**config.mk**
```make
export PLATFORM = sky130hd
export DESIGN_NAME = btd_core
export DESIGN_NICKNAME = d
export VERILOG_FILES = /design/src/hdl/btd_core.v
export VERILOG_INCLUDE_DIRS = /design/src /design/src/hdl
export SDC_FILE = /design/constraint.sdc
export NUM_CORES = 2
export LEC_CHECK = 0
export ABC_AREA = 1
export BUFFER_PORTS_ARGS = -buffer_cell sky130_fd_sc_hd__buf_2
export CAP_MARGIN = 20
export CORE_AREA = 2 2 328 395
export CTS_BUF_LIST = sky130_fd_sc_hd__clkbuf_4 sky130_fd_sc_hd__clkbuf_8 sky130_fd_sc_hd__clkbuf_16
export DETAILED_ROUTE_END_ITERATION = 6
export DIE_AREA = 0 0 330 397
export GPL_TIMING_DRIVEN = 0
export PLACE_DENSITY = 0.51
export SLEW_MARGIN = 20
export SYNTH_ARGS = -nofsm -noshare
export SYNTH_HDL_FRONTEND = slang
export SYNTH_SLANG_ARGS = --single-unit
```
**constraint.sdc**
```tcl
create_clock -name sys_clk -period 37.4 [get_ports sys_clk]
set_clock_uncertainty 0.1 [all_clocks]
set_input_delay 7.48 -clock sys_clk [delete_from_list [all_inputs] [get_ports sys_clk]]
set_output_delay 7.48 -clock sys_clk [all_outputs]
set_load 0.02 [all_outputs]
```
**src/hdl/btd_map.vh**
```
`ifndef BTD_MAP_VH
`define BTD_MAP_VH

// Instruction word fields: opcode, destination/source register, selector.
`define BTD_OP_MSB 15
`define BTD_OP_LSB 11
`define BTD_RD_MSB 10
`define BTD_RD_LSB 6
`define BTD_SEL_MSB 5

// Opcodes.
`define BTD_OP_FLAG_SET 5'h00
`define BTD_OP_FLAG_CLR 5'h01
`define BTD_OP_BIT_TO_T 5'h02
`define BTD_OP_T_TO_BIT 5'h03
`define BTD_OP_COPY 5'h04
`define BTD_OP_PAIR_COPY 5'h05
`define BTD_OP_IMM_LOAD 5'h06
`define BTD_OP_LOAD_IND 5'h07
`define BTD_OP_LOAD_DISP 5'h08
`define BTD_OP_LOAD_DIR 5'h09
`define BTD_OP_STORE_IND 5'h0A
`define BTD_OP_STORE_DISP 5'h0B
`define BTD_OP_STORE_DIR 5'h0C
`define BTD_OP_PM_READ 5'h0D
`define BTD_OP_PM_WRITE 5'h0E
`define BTD_OP_PORT_READ 5'h0F
`define BTD_OP_PORT_WRITE 5'h10
`define BTD_OP_STACK_SAVE 5'h11
`define BTD_OP_STACK_RESTORE 5'h12
`define BTD_OP_NOP 5'h13
`define BTD_OP_SLEEP 5'h14
`define BTD_OP_WD_RESTART 5'h15
`define BTD_OP_BREAK 5'h16

// Pointer access modes in selector bits 3:2; pointer choice in bits 1:0.
`define BTD_MODE_PLAIN 2'h0
`define BTD_MODE_POST_INC 2'h1
`define BTD_MODE_PRE_DEC 2'h2
`define BTD_PTR_BASE 5'h1A

// Status register bit positions.
`define BTD_FLAG_C 3'h0
`define BTD_FLAG_Z 3'h1
`define BTD_FLAG_N 3'h2
`define BTD_FLAG_V 3'h3
`define BTD_FLAG_S 3'h4
`define BTD_FLAG_H 3'h5
`define BTD_FLAG_T 3'h6
`define BTD_FLAG_I 3'h7

// Reset values and I/O mapping.
`define BTD_STATUS_REGISTER_RESET 8'h00
`define BTD_SP_RESET 16'h0FFF
`define BTD_IO_DATA_OFFSET 16'h0020

`endif

```
**src/hdl/btd_core.v**
```verilog
`include "btd_map.vh"

module btd_core (
    input wire sys_clk,
    input wire reset,
    input wire instrValid,
    input wire [15:0] instrWord,
    input wire [15:0] instrExt,
    output wire instrReady,
    output reg instrDone,
    output reg [7:0] statusRegister,
    output reg [15:0] stackPointer,
    input wire [4:0] regSelect,
    output reg [7:0] regValue,
    output reg [15:0] dmAddr,
    output reg [7:0] dmWrData,
    output reg dmWrite,
    output reg dmRead,
    input wire [7:0] dmRdData,
    output reg [15:0] pmAddr,
    output reg [15:0] pmWrData,
    output reg pmWrite,
    output reg pmRead,
    input wire [7:0] pmRdData,
    output reg sleepRequest,
    output reg watchdogRestart,
    output reg debugBreak,
    input wire debugResume
);

    localparam [2:0] S_IDLE = 3'b001;
    localparam [2:0] S_MEM = 3'b010;
    localparam [2:0] S_HALT = 3'b100;

    reg [2:0] state;
    reg [7:0] gpr [0:31];
    reg wbPend;
    reg wbFromPm;
    reg [4:0] wbIdx;
    integer i;

    wire [4:0] op = instrWord[`BTD_OP_MSB:`BTD_OP_LSB];
    wire [4:0] fd = instrWord[`BTD_RD_MSB:`BTD_RD_LSB];
    wire [5:0] sel = instrWord[`BTD_SEL_MSB:0];
    wire [2:0] bitIdx = sel[2:0];
    wire [1:0] mode = sel[3:2];
    wire [4:0] rr = sel[4:0];
    wire [4:0] pairD = {fd[4:1], 1'b0};
    wire [4:0] pairR = {rr[4:1], 1'b0};
    wire [4:0] ptrLo = `BTD_PTR_BASE + {2'b00, sel[1:0], 1'b0};
    wire [4:0] ptrHi = ptrLo + 5'h01;
    wire accept = instrValid && instrReady;

    assign instrReady = state[0];

    // A port read retires without a stall, so its byte is still in flight
    // when the next instruction reads operands; this bypass covers that gap.
    function [7:0] rdReg;
        input [4:0] idx;
        begin
            if (wbPend && wbIdx == idx) begin
                rdReg = wbFromPm ? pmRdData : dmRdData;
            end else begin
                rdReg = gpr[idx];
            end
        end
    endfunction

    wire [7:0] fdVal = rdReg(fd);
    wire [7:0] rrVal = rdReg(rr);
    wire [15:0] ptrVal = {rdReg(ptrHi), rdReg(ptrLo)};
    wire [15:0] ptrInc = ptrVal + 16'h0001;
    wire [15:0] ptrDec = ptrVal - 16'h0001;
    wire [15:0] zVal = {rdReg(5'h1F), rdReg(5'h1E)};
    wire [15:0] zInc = zVal + 16'h0001;
    wire [15:0] spInc = stackPointer + 16'h0001;
    wire [15:0] dispAddr = ptrVal + {10'h000, instrExt[5:0]};
    // Port numbers are six bits, so port access can never reach extended I/O.
    wire [15:0] portAddr = {10'h000, instrExt[5:0]} + `BTD_IO_DATA_OFFSET;
    reg [7:0] bldVal;

    always @* begin
        bldVal = fdVal;
        bldVal[bitIdx] = statusRegister[`BTD_FLAG_T];
    end

    always @(posedge sys_clk or posedge reset) begin
        if (reset) begin
            state <= S_IDLE;
            statusRegister <= `BTD_STATUS_REGISTER_RESET;
            stackPointer <= `BTD_SP_RESET;
            for (i = 0; i < 32; i = i + 1) begin
                gpr[i] <= 8'h00;
            end
            wbPend <= 1'b0;
            wbFromPm <= 1'b0;
            wbIdx <= 5'h00;
            instrDone <= 1'b0;
            regValue <= 8'h00;
            dmAddr <= 16'h0000;
            dmWrData <= 8'h00;
            dmWrite <= 1'b0;
            dmRead <= 1'b0;
            pmAddr <= 16'h0000;
            pmWrData <= 16'h0000;
            pmWrite <= 1'b0;
            pmRead <= 1'b0;
            sleepRequest <= 1'b0;
            watchdogRestart <= 1'b0;
            debugBreak <= 1'b0;
        end else begin
            dmWrite <= 1'b0;
            dmRead <= 1'b0;
            pmWrite <= 1'b0;
            pmRead <= 1'b0;
            sleepRequest <= 1'b0;
            watchdogRestart <= 1'b0;
            debugBreak <= 1'b0;
            instrDone <= state[1];
            regValue <= rdReg(regSelect);
            // Memory answers in the strobe cycle; the byte lands here. A newer
            // write to the same register below is later and wins.
            wbPend <= 1'b0;
            if (wbPend) begin
                gpr[wbIdx] <= wbFromPm ? pmRdData : dmRdData;
            end
            case (state)
                S_IDLE: begin
                    if (accept) begin
                        instrDone <= 1'b1;
                        case (op)
                            `BTD_OP_FLAG_SET: begin
                                statusRegister[bitIdx] <= 1'b1;
                            end
                            `BTD_OP_FLAG_CLR: begin
                                statusRegister[bitIdx] <= 1'b0;
                            end
                            `BTD_OP_BIT_TO_T: begin
                                statusRegister[`BTD_FLAG_T] <= fdVal[bitIdx];
                            end
                            `BTD_OP_T_TO_BIT: begin
                                gpr[fd] <= bldVal;
                            end
                            `BTD_OP_COPY: begin
                                gpr[fd] <= rrVal;
                            end
                            `BTD_OP_PAIR_COPY: begin
                                gpr[pairD] <= rdReg(pairR);
                                gpr[pairD + 5'h01] <= rdReg(pairR + 5'h01);
                            end
                            `BTD_OP_IMM_LOAD: begin
                                gpr[fd] <= instrExt[7:0];
                            end
                            `BTD_OP_LOAD_IND, `BTD_OP_STORE_IND: begin
                                instrDone <= 1'b0;
                                state <= S_MEM;
                                // Pre-decrement addresses the new value,
                                // post-increment the old one.
                                dmAddr <= (mode == `BTD_MODE_PRE_DEC) ? ptrDec : ptrVal;
                                if (mode == `BTD_MODE_PRE_DEC) begin
                                    gpr[ptrLo] <= ptrDec[7:0];
                                    gpr[ptrHi] <= ptrDec[15:8];
                                end
                                if (mode == `BTD_MODE_POST_INC) begin
                                    gpr[ptrLo] <= ptrInc[7:0];
                                    gpr[ptrHi] <= ptrInc[15:8];
                                end
                                if (op == `BTD_OP_LOAD_IND) begin
                                    dmRead <= 1'b1;
                                    wbPend <= 1'b1;
                                    wbFromPm <= 1'b0;
                                    wbIdx <= fd;
                                end else begin
                                    dmWrite <= 1'b1;
                                    dmWrData <= fdVal;
                                end
                            end
                            `BTD_OP_LOAD_DISP: begin
                                instrDone <= 1'b0;
                                state <= S_MEM;
                                dmAddr <= dispAddr;
                                dmRead <= 1'b1;
                                wbPend <= 1'b1;
                                wbFromPm <= 1'b0;
                                wbIdx <= fd;
                            end
                            `BTD_OP_STORE_DISP: begin
                                instrDone <= 1'b0;
                                state <= S_MEM;
                                dmAddr <= dispAddr;
                                dmWrite <= 1'b1;
                                dmWrData <= fdVal;
                            end
                            `BTD_OP_LOAD_DIR: begin
                                instrDone <= 1'b0;
                                state <= S_MEM;
                                dmAddr <= instrExt;
                                dmRead <= 1'b1;
                                wbPend <= 1'b1;
                                wbFromPm <= 1'b0;
                                wbIdx <= fd;
                            end
                            `BTD_OP_STORE_DIR: begin
                                instrDone <= 1'b0;
                                state <= S_MEM;
                                dmAddr <= instrExt;
                                dmWrite <= 1'b1;
                                dmWrData <= fdVal;
                            end
                            `BTD_OP_PM_READ: begin
                                instrDone <= 1'b0;
                                state <= S_MEM;
                                pmAddr <= zVal;
                                pmRead <= 1'b1;
                                wbPend <= 1'b1;
                                wbFromPm <= 1'b1;
                                wbIdx <= sel[0] ? fd : 5'h00;
                                if (sel[1]) begin
                                    gpr[5'h1E] <= zInc[7:0];
                                    gpr[5'h1F] <= zInc[15:8];
                                end
                            end
                            `BTD_OP_PM_WRITE: begin
                                pmAddr <= zVal;
                                pmWrite <= 1'b1;
                                pmWrData <= {rdReg(5'h01), rdReg(5'h00)};
                            end
                            `BTD_OP_PORT_READ: begin
                                dmAddr <= portAddr;
                                dmRead <= 1'b1;
                                wbPend <= 1'b1;
                                wbFromPm <= 1'b0;
                                wbIdx <= fd;
                            end
                            `BTD_OP_PORT_WRITE: begin
                                dmAddr <= portAddr;
                                dmWrite <= 1'b1;
                                dmWrData <= fdVal;
                            end
                            `BTD_OP_STACK_SAVE: begin
                                instrDone <= 1'b0;
                                state <= S_MEM;
                                dmAddr <= stackPointer;
                                dmWrite <= 1'b1;
                                dmWrData <= fdVal;
                                stackPointer <= stackPointer - 16'h0001;
                            end
                            `BTD_OP_STACK_RESTORE: begin
                                instrDone <= 1'b0;
                                state <= S_MEM;
                                dmAddr <= spInc;
                                dmRead <= 1'b1;
                                stackPointer <= spInc;
                                wbPend <= 1'b1;
                                wbFromPm <= 1'b0;
                                wbIdx <= fd;
                            end
                            `BTD_OP_SLEEP: begin
                                sleepRequest <= 1'b1;
                            end
                            `BTD_OP_WD_RESTART: begin
                                watchdogRestart <= 1'b1;
                            end
                            `BTD_OP_BREAK: begin
                                // The core holds until the debugger lets go.
                                instrDone <= 1'b0;
                                debugBreak <= 1'b1;
                                state <= S_HALT;
                            end
                            default: begin
                                instrDone <= 1'b1;
                            end
                        endcase
                    end
                end
                S_MEM: begin
                    state <= S_IDLE;
                end
                S_HALT: begin
                    if (debugResume) begin
                        state <= S_IDLE;
                    end
                end
                default: begin
                    state <= S_IDLE;
                end
            endcase
        end
    end

endmodule // btd_core

```
==> results.json, run 1 <==
{
  "async_flop_share": 1.00,
  "grt_pass1_wl_um": 763000,
  "grt-ovfl-total": 1854,
  "synthSimpleGateAreaFrac": 0.368,
  "die_y_um": 397,
  "portBuffers": 145,
  "synth_top_family_by_area": "simple AND/OR/NAND/NOR gates",
  "synthCells": 7004,
  "netlist.area_leader.share": 0.216,
  "cts_max_level": 2,
  "synth_area_leaders": "dfrtp_1, nand2_1, o21ai_0",
  "boundaryPins": 154,
  "avgSynthCellArea_sq_um": 5.77,
  "ys_seq_area_frac": 0.225,
  "yosysTopAreaCell": "dfrtp_1",
  "synth_edf_count": 0,
  "synthMuxAreaShare": 0,
  "ys_types": 65,
  "post_cts_buffers": 0,
  "synth-main-ff-cell": "dfrtp_1",
  "synth_area_sq_um": 40400,
  "grt_pass1_vias": 71200,
  "cts_made_buffers": 52,
  "ys_seq_elements": 362,
  "clockBufferDepth": 3,
  "clockRootBuffer": "clkbuf_16",
  "cts_sinks": 362,
  "status": "stopped before the end",
  "cts_hold_buf": 0,
  "place_congestion": 1.29,
  "die_w_um": 330,
  "stop_stage": "global routing (5_1_grt)",
  "grt_usage": 0.815,
  "post-dp-hpwl_um": 354000,
  "start_util": 0.317,
  "synth_compound_area_frac": 0.289,
  "error": "[ERROR GRT-0116] Global routing finished with congestion. Check the congestion regions in the DRC Viewer.",
  "synth_nets": 7079,
  "yosysWarnings": 0,
  "synth_xor_area_frac": 0.00235,
  "dp.cells": 8864,
  "grt_max_degree": 101,
  "row_count": 144,
  "cts_resized": 0,
  "synth_fa_ha_area_frac": 0.00576
}
Yosys cell counts (all sizes together), types with 2 or more instances:
cell type	count
o211ai	98
o221ai	116
o22ai	116
dfstp	13
nor4	5
or2	8
inv	631
a21boi	19
o31ai	4
dfrtp	349
a221oi	22
a21oi	627
o21a	12
o21ai	763
o2111ai	14
clkbuf	236
o21bai	7
nor2	745
xor2	9
nor3	42
buf	208
nand3	591
o32ai	2
nand2	2042
a22oi	152
ha	17
a31oi	34
a211oi	7
nand4	92
clkinv	10
stage by stage:
step           cell area [sq um]  worst slack, ps
3_3_place_gp               43200            13610
3_5_place_dp               44100            24270
4_1_cts                    46100            24970
2_1_floorplan              40400            19790
metal layers:
| layer | GRT overflow | global-route usage |
|---|---|---|
| met2 | 1142 | 0.946 |
| met5 | 5 | 0.316 |
| met1 | 14 | 0.835 |
| met3 | 39 | 0.691 |
| met4 | 654 | 0.789 |
cell families after synthesis:
group / after synthesis
AOI/OAI and AO/OA: 2002
xor gates and xnor gates: 10
buffers and inverters: 1085
adders and majority gates: 18
DFF: 362
and+or+nand+nor: 3527
==> run 2, diff against run 1 <==
--- a/config.mk
+++ b/config.mk
@@ -9,12 +9,11 @@
 export ABC_AREA = 1
 export BUFFER_PORTS_ARGS = -buffer_cell sky130_fd_sc_hd__buf_2
 export CAP_MARGIN = 20
-export CORE_AREA = 2 2 328 395
-export CTS_BUF_LIST = sky130_fd_sc_hd__clkbuf_4 sky130_fd_sc_hd__clkbuf_8 sky130_fd_sc_hd__clkbuf_16
+export CORE_AREA = 2 2 453 455
 export DETAILED_ROUTE_END_ITERATION = 6
-export DIE_AREA = 0 0 330 397
+export DIE_AREA = 0 0 455 457
 export GPL_TIMING_DRIVEN = 0
-export PLACE_DENSITY = 0.51
+export PLACE_DENSITY_LB_ADDON = 0.15
 export SLEW_MARGIN = 20
 export SYNTH_ARGS = -nofsm -noshare
 export SYNTH_HDL_FRONTEND = slang
==> results.json, run 2 <==
{
  "cts_hold_buf": 0,
  "final_common_cell": "nand2_1",
  "wl_per_cell_um": 53.4,
  "grt_pass1_wl_um": 659000,
  "ys_types": 65,
  "cts_resized": 0,
  "ys_seq_area_frac": 0.225,
  "boundaryPins": 154,
  "worstMarginPinSlew_ps": 1460,
  "drc_errors": 2,
  "min_path_type": "reg2reg",
  "grt_max_degree": 88,
  "core_area_sq_um": 203000,
  "synth_area_sq_um": 40400,
  "drt_pass1_iterations": 7,
  "fmax_mhz": 72.0,
  "cp_slowest_stage_delay_ps": 880,
  "cts_sinks": 362,
  "yosysMostFrequentCell": "nand2_1",
  "async_flop_share": 1.00,
  "largest_reg_flops": 256,
  "crit_type": "in2reg",
  "netlist.area_leader.share": 0.216,
  "post-dp-hpwl_um": 428000,
  "cellLeakagePower_nw": 21.2,
  "finalHoldViolCount": 0,
  "synth_nets": 7079,
  "cp.arrival_ps": 14370,
  "regArea_sq_um": 9080,
  "irDropWorstVdd_v": 0.0000539,
  "avgSynthCellArea_sq_um": 5.77,
  "grt-ovfl-total": 0,
  "portBuffers": 145,
  "yosysTopAreaCell": "dfrtp_1",
  "top_register": "gpr",
  "place_congestion": 1.09,
  "grt_pass1_vias": 54700,
  "vias": 62700,
  "critPathRequiredTime_ps": 37880,
  "synth-main-ff-cell": "dfrtp_1",
  "start_util": 0.199,
  "drt_iter0_drc": 12300,
  "start_kind": "primary input",
  "drive_gt1_frac": 0.109,
  "cts_tree": "yes",
  "cts_made_buffers": 59,
  "die_y_um": 457,
  "ys_seq_elements": 362,
  "p_per_area_nw_per_um2": 89.6,
  "ant_nets": 0,
  "nets": 7334,
  "antenna_found_initial": 102,
  "setup.worst_path.end_class": "register",
  "synthCells": 7004,
  "drv_cap": 0,
  "synth_top_cells_by_count": "nand2_1, o21ai_0, nor2_1, a21oi_1, inv_1",
  "synth_area_leaders": "dfrtp_1, nand2_1, o21ai_0",
  "clk_latency_ps": 800,
  "clockRootBuffer": "clkbuf_16",
  "row_count": 166,
  "crit_top_cell": "nand3_1",
  "synth_edf_count": 0,
  "final_cell_mix": "nand2_1, o21ai_0, nor2_1",
  "total_power_w": 0.00429,
  "finalSetupViolations": 0,
  "cts_max_level": 2,
  "die_w_um": 455,
  "fillerInstances": 23600,
  "grt_usage": 0.497,
  "cp_slowest_cell": "nand2_1",
  "min_period_ps": 13880,
  "clockBufferDepth": 3,
  "wl_um": 538000,
  "crit_chain": "buf_2 -> buf_4 -> nand2_4 -> nor2_2 -> inv_1 -> o21ai_0 -> nor2_1 -> nand3_1 -> nand3_1 -> nand3_1 -> nand3_1 -> nand2_1 -> buf_2 -> nand2_1 -> a22oi_1",
  "relSlewSlack": 0.0243,
  "critPathMaxFanout": 10,
  "reg2reg_slack_ps": 30340,
  "post_cts_buffers": 0,
  "dp_slack_ps": 23140,
  "status": "finished with violations",
  "synthToLayoutAreaGrowth_pct": 18.5,
  "vias_per_cell": 6.23,
  "cts.clk_slew.worst_paths_ps": 70,
  "grt_setup_unrepaired": "false",
  "tns_ps": 0,
  "report.final.slew_viol_count": 0,
  "finalCritPeriodShare": 0.371,
  "setup_ws_ps": 23520,
  "failed_checks": "DRC",
  "yosysWarnings": 0,
  "multi_input_area_sq_um": 27000,
  "dieArea_sq_um": 208000
}
[run 2: path summary, 6_finish.rpt]
| kind | from | end | cells past startpoint |
|---|---|---|---|
| setup reg to reg | wbIdx[3]$_DFFE_PP0P_ | gpr[123]$_DFF_PP0_ | 15 |
| max in group asynchronous | reset | gpr[181]$_DFF_PP0_ | 5 |
| hold / removal | pmAddr[1]$_DFFE_PP0P_ | pmAddr[1]$_DFFE_PP0P_ | 2 |
| setup / recovery | instrWord[1] | gpr[123]$_DFF_PP0_ | 15 |
| hold reg to reg | pmAddr[1]$_DFFE_PP0P_ | pmAddr[1]$_DFFE_PP0P_ | 2 |
| min in group asynchronous | reset | dmWrData[5]$_DFFE_PP0P_ | 2 |
[run 2: cell type report]
| class | instances | share of cell area |
|---|---|---|
| multi-input cells | 5557 | 0.564 |
| flip-flops and latches | 362 | 0.190 |
| well taps | 2688 | 0.0702 |
| inverters | 641 | 0.0505 |
| plain buffers | 444 | 0.0445 |
| repair buffers | 194 | 0.0351 |
| clock buffers | 79 | 0.0343 |
| clock inverters | 32 | 0.00839 |
| diodes | 64 | 0.00334 |
[run 2: stage by stage]
| stage | hold WS [ps] | util | instance area, sq um | instances |
|---|---|---|---|---|
| floorplan | 379 | - | 40400 | 7004 |
| finish | 379 | 0.236 | 47900 | 10100 |
| detailed placement | 371 | 0.225 | 45700 | 9884 |
| global placement | 366 | 0.219 | 44500 | 9837 |
| CTS | 387 | 0.235 | 47700 | 9995 |
| global route | 406 | 0.235 | 47700 | 10000 |
[run 2: logic make-up after synthesis]
kind of cell               share of synthesized area
buffers and inverters                          0.111
DFF                                            0.225
and+or+nand+nor                                0.368
xor gates and xnor gates                     0.00235
adders and majority gates                    0.00576
AOI/OAI and AO/OA                              0.289
[run 2: report_power, final]
| group | switching [W] | internal (W) | total (W) |
|---|---|---|---|
| Clock | 0.000281 | 0.000352 | 0.000633 |
| Sequential | 0.000618 | 0.000553 | 0.00117 |
| Combinational | 0.00203 | 0.000458 | 0.00249 |
[run 2: routing by layer]
metal	wire length (um)	vias up	GRT usage
met5	595	-	0.00910
met2	202000	5455	0.649
met1	218000	31700	0.642
li1	-	24300	-
met4	43600	40	0.330
met3	73800	1191	0.227
[run 2: critical path: cells and delay by family]
family,cells,cell delay [ps]
AO/OA/AOI/OAI,2,1130
buffers and inverters,4,1890
AND/OR/NAND/NOR,9,3770
Power figures use the tool's default switching activity.
